--- src/pss_pkg.sv ---
// Package: constants and types for the pulse/step output sequencer
package pss_pkg;
    // -----------------------------------------------------------------
    // Timing
    // -----------------------------------------------------------------
    localparam int CLK_PERIOD_NS = 8;
    localparam int TICK_US = 100;  // Duration unit: 0.1 ms
    localparam int TICK_CYCLES = (TICK_US * 1000) / CLK_PERIOD_NS;
    // -----------------------------------------------------------------
    // Limits and reset values
    // -----------------------------------------------------------------
    localparam int REP_MAX = 999999;
    localparam logic [19:0] REP_MAX_W = 20'hf423f;
    localparam int DUR_MAX_TICKS = 129600000;  // 12960000 ms in 0.1 ms
    localparam logic [19:0] REP_ONE = 20'h00001;
    localparam logic [26:0] DUR_RESET = 27'h0000001;
    localparam logic [26:0] DUR_MAX_W = 27'h7b98a00;
    localparam logic [19:0] REP_RESET = 20'h00001;
    localparam logic [1:0] TRIG_SRC_SEQ = 2'h1;  // Sequencer trigger
    // -----------------------------------------------------------------
    // Sequencer states
    // -----------------------------------------------------------------
    typedef enum logic [1:0] {
        PSS_IDLE,
        PSS_WAIT,
        PSS_ACTIVE,
        PSS_INACTIVE
    } pss_state_t;
endpackage

--- src/pss_phase_timer.sv ---
// Phase timer: counts a duration in 0.1 ms ticks
`timescale 1ns/1ns
module pss_phase_timer
    import pss_pkg::*;
#(
    parameter int TICK_CYC = TICK_CYCLES,
    parameter int DUR_W = 27
) (
    // Clock and reset
    input wire logic clk_i,
    input wire logic reset_n_i,
    // Control
    input wire logic start_i,
    input wire logic [DUR_W-1:0] dur_i,
    // Status
    output logic done_o
);
    localparam int PW = $clog2(TICK_CYC + 1);
    localparam logic [PW-1:0] PRE_LAST = PW'(TICK_CYC - 1);

    logic [PW-1:0] pre_r;
    logic [DUR_W-1:0] left_r;
    logic run_r;

    // Done is high in the last cycle, so the phase ends exactly on time
    assign done_o = run_r && (pre_r == PRE_LAST) && (left_r <= DUR_W'(1));

    // Prescaler and tick counter
    always_ff @(posedge clk_i) begin
        if (!reset_n_i) begin
            pre_r <= '0;
            left_r <= '0;
            run_r <= 1'b0;
        end else begin
            if (start_i) begin
                pre_r <= '0;
                left_r <= dur_i;
                run_r <= 1'b1;
            end else if (run_r) begin
                if (pre_r == PRE_LAST) begin
                    pre_r <= '0;
                    if (left_r <= DUR_W'(1)) begin
                        run_r <= 1'b0;
                    end else begin
                        left_r <= left_r - DUR_W'(1);
                    end
                end else begin
                    pre_r <= pre_r + PW'(1);
                end
            end
        end
    end
endmodule

--- src/pss_sequencer.sv ---
// Pulse sequencer with step setpoint store and output select
`timescale 1ns/1ns
module pss_sequencer
    import pss_pkg::*;
#(
    parameter int SP_W = 24,
    parameter int DUR_W = 27,
    parameter int TICK_CYC = TICK_CYCLES
) (
    // Clock and reset
    input wire logic clk_i,
    input wire logic reset_n_i,
    // Pulse configuration
    input wire logic cfg_we_i,
    input wire logic rep_infinite_i,
    input wire logic [19:0] rep_count_i,
    input wire logic [DUR_W-1:0] active_ticks_i,
    input wire logic [DUR_W-1:0] inactive_ticks_i,
    input wire logic [1:0] pulse_trigger_out_enables_i,
    input wire logic [1:0] trigger_out_source_select_i,
    // Pulse setpoints (amplitude, offset, frequency)
    input wire logic [SP_W-1:0] pulse_ac_i,
    input wire logic [SP_W-1:0] pulse_dc_i,
    input wire logic [SP_W-1:0] pulse_freq_i,
    // Step setpoint write
    input wire logic step_we_i,
    input wire logic [SP_W-1:0] step_ac_amplitude_i,
    input wire logic [SP_W-1:0] step_ac_rise_rate_i,
    input wire logic [SP_W-1:0] step_ac_fall_rate_i,
    input wire logic [SP_W-1:0] step_dc_offset_i,
    input wire logic [SP_W-1:0] step_dc_rise_rate_i,
    input wire logic [SP_W-1:0] step_dc_fall_rate_i,
    input wire logic [SP_W-1:0] step_freq_i,
    input wire logic [SP_W-1:0] step_freq_rise_rate_i,
    input wire logic ac_plus_dc_mode_i,
    // Sequencer commands
    input wire logic arm_i,
    input wire logic trigger_i,
    input wire logic abort_i,
    // Status
    output logic [1:0] state_o,
    output logic [19:0] rep_num_o,
    output logic cfg_err_o,
    output logic trigger_out_o,
    // Held step setpoints
    output logic [SP_W-1:0] step_ac_amplitude_o,
    output logic [SP_W-1:0] step_ac_rise_rate_o,
    output logic [SP_W-1:0] step_ac_fall_rate_o,
    output logic [SP_W-1:0] step_dc_offset_o,
    output logic [SP_W-1:0] step_dc_rise_rate_o,
    output logic [SP_W-1:0] step_dc_fall_rate_o,
    output logic [SP_W-1:0] step_freq_o,
    output logic [SP_W-1:0] step_freq_rise_rate_o,
    // Selected output setpoints
    output logic [SP_W-1:0] out_ac_o,
    output logic [SP_W-1:0] out_dc_o,
    output logic [SP_W-1:0] out_freq_o
);
    // -----------------------------------------------------------------
    // Configuration registers
    // -----------------------------------------------------------------
    logic rep_inf_r;
    logic [19:0] rep_cnt_r;
    logic [DUR_W-1:0] act_dur_r;
    logic [DUR_W-1:0] inact_dur_r;
    logic [1:0] trig_en_r;
    logic [1:0] trig_src_r;
    pss_state_t state_r;
    pss_state_t state_nxt;

    // Range check of a duration in ticks
    function automatic logic dur_ok(input logic [DUR_W-1:0] d);
        dur_ok = (d != '0) && (d <= DUR_W'(DUR_MAX_W));
    endfunction

    logic cfg_ok;
    assign cfg_ok = (rep_infinite_i || ((rep_count_i != '0) &&
                     (rep_count_i <= REP_MAX_W))) &&
                    dur_ok(active_ticks_i) &&
                    dur_ok(inactive_ticks_i);

    // Accept counts and durations only while idle and in range; trigger enables and source on every write
    always_ff @(posedge clk_i) begin
        if (!reset_n_i) begin
            rep_inf_r <= 1'b0;
            rep_cnt_r <= REP_RESET;
            act_dur_r <= DUR_W'(DUR_RESET);
            inact_dur_r <= DUR_W'(DUR_RESET);
            trig_en_r <= 2'h0;
            trig_src_r <= 2'h0;
            cfg_err_o <= 1'b0;
        end else if (cfg_we_i) begin
            trig_en_r <= pulse_trigger_out_enables_i;
            trig_src_r <= trigger_out_source_select_i;
            if (cfg_ok && state_r == PSS_IDLE) begin
                rep_inf_r <= rep_infinite_i;
                rep_cnt_r <= rep_count_i;
                act_dur_r <= active_ticks_i;
                inact_dur_r <= inactive_ticks_i;
                cfg_err_o <= 1'b0;
            end else begin
                cfg_err_o <= 1'b1;
            end
        end
    end

    // -----------------------------------------------------------------
    // Step setpoint store
    // -----------------------------------------------------------------
    always_ff @(posedge clk_i) begin
        if (!reset_n_i) begin
            step_ac_amplitude_o <= '0;
            step_ac_rise_rate_o <= '0;
            step_ac_fall_rate_o <= '0;
            step_dc_offset_o <= '0;
            step_dc_rise_rate_o <= '0;
            step_dc_fall_rate_o <= '0;
            step_freq_o <= '0;
            step_freq_rise_rate_o <= '0;
        end else if (step_we_i) begin
            step_ac_amplitude_o <= step_ac_amplitude_i;
            step_ac_rise_rate_o <= step_ac_rise_rate_i;
            step_ac_fall_rate_o <= step_ac_fall_rate_i;
            step_dc_offset_o <= step_dc_offset_i;
            step_dc_rise_rate_o <= step_dc_rise_rate_i;
            step_dc_fall_rate_o <= step_dc_fall_rate_i;
            step_freq_o <= step_freq_i;
            step_freq_rise_rate_o <= step_freq_rise_rate_i;
        end
    end

    // -----------------------------------------------------------------
    // Phase timer
    // -----------------------------------------------------------------
    logic tmr_start;
    logic tmr_done;
    logic [DUR_W-1:0] tmr_dur;

    assign tmr_start = (state_nxt != state_r) &&
                       (state_nxt == PSS_ACTIVE ||
                        state_nxt == PSS_INACTIVE);
    assign tmr_dur = (state_nxt == PSS_ACTIVE) ? act_dur_r : inact_dur_r;

    pss_phase_timer #(
        .TICK_CYC(TICK_CYC),
        .DUR_W(DUR_W)
    ) u_timer (
        .clk_i(clk_i),
        .reset_n_i(reset_n_i),
        .start_i(tmr_start),
        .dur_i(tmr_dur),
        .done_o(tmr_done)
    );

    // -----------------------------------------------------------------
    // Sequencer state machine
    // -----------------------------------------------------------------
    logic [19:0] rep_r;
    logic last_rep;

    // Last pass reached unless infinite mode is set
    assign last_rep = !rep_inf_r && (rep_r >= rep_cnt_r);

    // Next-state logic
    always_comb begin
        state_nxt = state_r;
        if (abort_i) begin
            state_nxt = PSS_IDLE;
        end else begin
            unique case (state_r)
                PSS_IDLE: begin
                    if (arm_i) begin
                        state_nxt = PSS_WAIT;
                    end
                end
                PSS_WAIT: begin
                    if (trigger_i) begin
                        state_nxt = PSS_ACTIVE;
                    end
                end
                PSS_ACTIVE: begin
                    if (tmr_done) begin
                        state_nxt = last_rep ? PSS_IDLE : PSS_INACTIVE;
                    end
                end
                PSS_INACTIVE: begin
                    if (tmr_done) begin
                        state_nxt = PSS_ACTIVE;
                    end
                end
            endcase
        end
    end

    // State register
    always_ff @(posedge clk_i) begin
        if (!reset_n_i) begin
            state_r <= PSS_IDLE;
        end else begin
            state_r <= state_nxt;
        end
    end

    // Repetition counter, one-based, held at one outside running
    always_ff @(posedge clk_i) begin
        if (!reset_n_i) begin
            rep_r <= REP_ONE;
        end else if (state_nxt == PSS_IDLE || state_nxt == PSS_WAIT) begin
            rep_r <= REP_ONE;
        end else if (state_r == PSS_INACTIVE &&
                     state_nxt == PSS_ACTIVE) begin
            // Saturate in infinite mode to keep the count in range
            if (rep_r != REP_MAX_W) begin
                rep_r <= rep_r + 20'h00001;
            end
        end
    end

    // -----------------------------------------------------------------
    // Status and trigger-out
    // -----------------------------------------------------------------
    always_ff @(posedge clk_i) begin
        if (!reset_n_i) begin
            state_o <= 2'h0;
            rep_num_o <= REP_ONE;
        end else begin
            state_o <= state_nxt;
            if (state_nxt == PSS_ACTIVE || state_nxt == PSS_INACTIVE) begin
                rep_num_o <= (state_r == PSS_INACTIVE &&
                              state_nxt == PSS_ACTIVE &&
                              rep_r != REP_MAX_W) ?
                             rep_r + 20'h00001 : rep_r;
            end else begin
                rep_num_o <= REP_ONE;
            end
        end
    end

    // One-cycle trigger pulse on entry to an enabled phase while the sequencer source is selected
    always_ff @(posedge clk_i) begin
        if (!reset_n_i) begin
            trigger_out_o <= 1'b0;
        end else begin
            trigger_out_o <= (trig_src_r == TRIG_SRC_SEQ) &&
                             (state_nxt != state_r) &&
                             ((state_nxt == PSS_ACTIVE && trig_en_r[0]) ||
                              (state_nxt == PSS_INACTIVE &&
                               trig_en_r[1]));
        end
    end

    // -----------------------------------------------------------------
    // Output setpoint select
    // -----------------------------------------------------------------
    always_ff @(posedge clk_i) begin
        if (!reset_n_i) begin
            out_ac_o <= '0;
            out_dc_o <= '0;
            out_freq_o <= '0;
        end else if (state_nxt == PSS_ACTIVE) begin
            out_ac_o <= pulse_ac_i;
            out_dc_o <= ac_plus_dc_mode_i ? pulse_dc_i : '0;
            out_freq_o <= pulse_freq_i;
        end else begin
            out_ac_o <= step_ac_amplitude_o;
            out_dc_o <= ac_plus_dc_mode_i ? step_dc_offset_o : '0;
            out_freq_o <= step_freq_o;
        end
    end
endmodule

--- config.mk ---
export PLATFORM = sky130hd
export DESIGN_NAME = pss_sequencer
export DESIGN_NICKNAME = d
export VERILOG_FILES = /design/src/pss_pkg.sv /design/src/pss_phase_timer.sv /design/src/pss_sequencer.sv
export SDC_FILE = /design/constraint.sdc
export NUM_CORES = 1
export LEC_CHECK = 0
export ABC_AREA = 1
export ABC_CLOCK_PERIOD_IN_PS = 3370
export BUFFER_PORTS_ARGS = -buffer_cell sky130_fd_sc_hd__buf_2
export CORE_AREA = 4 4 248 250
export DETAILED_ROUTE_END_ITERATION = 7
export DIE_AREA = 0 0 252 254
export PLACE_DENSITY_LB_ADDON = 0.05
export SYNTH_ARGS = -nofsm -noshare
export SYNTH_HDL_FRONTEND = slang
export SYNTH_SLANG_ARGS = --single-unit
--- constraint.sdc ---
create_clock -name clk_i -period 3.37 [get_ports clk_i]
set_clock_uncertainty 0.1 [all_clocks]
set_input_delay 0.674 -clock clk_i [delete_from_list [all_inputs] [get_ports clk_i]]
set_output_delay 0.674 -clock clk_i [all_outputs]
set_load 0.05 [all_outputs]
==> metrics.txt <==
result of the run=finished clean; CTS Buffer Depth=3; HPWL after detailed placement=55100 um; total die area=64000 um2; # fillers=about 6300; GR Util met2=approximately 37%; sequential element share of the synthesized area=48.8%; # clock sinks=429; Startpoint Class=flip-flop; Final Max Slew Viols=0; Core Box Area=roughly 60000 um2; routability congestion estimate=between 0.8 and 0.9; Setup violations, final=0; #FFs+latches synth=roughly 430; share of cells above drive strength 1=between 20% and 30%; worst slew pin tran=a little over 0.8 ns; flop-to-flop setup slack=0.53 ns; max_slew headroom=~46%; Routed WL per cell=18.9 um; unrepaired setup endpoints after global routing=no; crit path max fanout=66; Unique masters post-synth=36; number of global-route vias before repair=17800; Most used DFF post-synth=dfxtp_1; Synth Instances=2436; synthesized area per cell=7.22 um2; syn_nets=2811; maximum VDD drop=0.000326 V; root buf cell=clkbuf_16; first-pass GRT wire length=roughly 110000 um; Worst EP arrival=3.27 ns; Vert. Die Dim=254 um; die width=252 um; H-tree depth=2; multi-input logic area=7770 um2; Syn Std Cell Area=17600 um2; via count=18000; clk slew on worst S/H paths=about 0.06 ns; Final TNS setup=0 ns; Top Registers=act_dur_r (27), inact_dur_r (27), u_timer.left_r (27); Final min period=2.84 ns; Remaining DRCs=0; GR Util All Layers=22.0%; number of synthesized flops with an enable pin=0; Nets=3404; Post-synth ARST share=0%; met3 Use GR=7.58%; pin count of the biggest net entering global routing=193; DR pass1 iterations=5; CTS tree=done; Hold WC Path Type=in2reg; MaxCap Viol Count=0; Worst-Skew Late Latency=0.60 ns; setup slack after layout=around 0.53 ns; initial antenna violation count=22; synth warn=0; fmax=352 MHz; gr ovfl total=0; Setup CP Type=reg2reg; starting density of the core=29.8%; Port Buffers=638; Vias/cell=4.68; post-route ant nets=0; IO Count=639; Pleak=0.0111 uW; row cnt=89; P&R area growth vs syn=32.3%; Initial DRC Count=1151; Post-CTS Setup Repair Bufs=0; Pwr Density=567 nW/um2; CTS Hold Bufs=0; post_cts resized=0; total routed wirelength=72900 um; count of final hold-check violations=0; register area=8590 um2; CP Capture Type=flip-flop; met1 Track Usage GR=25.5%; busiest grt layer=met2; CP required=3.80 ns; fin crit share=84.3%; pre-CTS worst setup slack=0.313 ns; cts bufs inserted=50
## worst max-delay path, cell delays in order, from the launching register on
cell and delay (ns):
dfxtp_1 0.38, ha_1 0.31, nand2_1 0.05, nor2_1 0.21
nand2_1 0.11, nor2_1 0.12, nand2_1 0.06, nand4_1 0.10
nand2_1 0.07, nor2_1 0.18, nor2_4 0.09, nand2_4 0.13
buf_12 0.28, nand2_1 0.12, o21ai_0 0.10, nand2_1 0.11
nand2_1 0.07, inv_1 0.03, nor2_1 0.08
## final cells by class
class	instances	share of cell area, %
clock buffers	78	6.31
diodes	11	0.118
multi-input cells	1697	33.4
well taps	773	4.16
inverters	176	2.87
repair buffers	675	15.6
flip-flops and latches	429	36.9
clock inverters	13	0.720
## logic make-up (layout without fill, tap and decap cells)
kind of cell	count (synthesis)	in the layout	share of synthesized area, %
compound gates	503	503	14.4
xor+xnor	39	39	1.94
fa+ha+maj	24	24	1.71
buf+inv	310	942	7.05
flops	429	429	48.8
other cells	0	11	0
simple gates	1131	1131	26.1
## routing by layer
metal  vias to the layer above  share of wire, %  routed length [um]
li1                       9020                 -                   -
met1                      8260                39               28700
met2                       586                48               35100
met3                       153               8.5                6170
met4                        20               3.8                2800
met5                         -              0.16                 118
## cells in the final DEF, fill, tap and decap left out, drive strengths merged, types with 4 or more instances in the layout
cell	count
a21oi	101
buf	674
clkbuf	79
clkinv	13
dfxtp	429
diode	11
ha	24
inv	171
nand2	270
nand3	63
nand4	31
nor2	715
nor3	23
nor4	19
o21ai	395
xnor2	4
xor2	35
## report_power, final
group	internal (uW)	total, uW	switching [uW]	leakage [uW]
clock	3220	5460	2250	0.000794
sequential	5370	5520	149	0.00354
combinational	608	2200	1600	0.00675
total	9200	13200	3990	0.0111
## cells in the mapped netlist, types with 22 or more instances
library cell	count	area, um2
nor2_1	711	2670
dfxtp_1	429	8590
o21ai_0	364	1820
nand2_1	262	983
inv_1	166	623
a21oi_1	100	500
clkbuf_1	95	357
nand3_1	61	305
xor2_1	35	307
nand4_1	31	194
o21ai_1	31	155
ha_1	24	300
nor3_1	22	110
## path summary, 6_finish.rpt
path | startpoint | endpoint | depth (start not counted)
worst max-delay path | rep_r[16] | u_timer.left_r[18] | 18
worst min-delay path | step_freq_i[18] | step_freq_o[18] | 3
worst max register to register | rep_r[16] | u_timer.left_r[18] | 18
worst min register to register | act_dur_r[24] | act_dur_r[24] | 2
## per-stage QoR
step                instance area (um2)  power (uW)  instances  hold slack, ns  utilization [%]
floorplan                         17600        7060       2436           0.325                -
global placement                  21600        7840       3750           0.337             36.6
detailed placement                21600        7850       3750           0.344             36.6
CTS                               23200       13400       3841           0.145             39.4
global route                      23300       13800       3848           0.167             39.4
finish                            23300       13200       3852           0.191             39.4
Note: power is estimated with default switching activity, not from simulation.
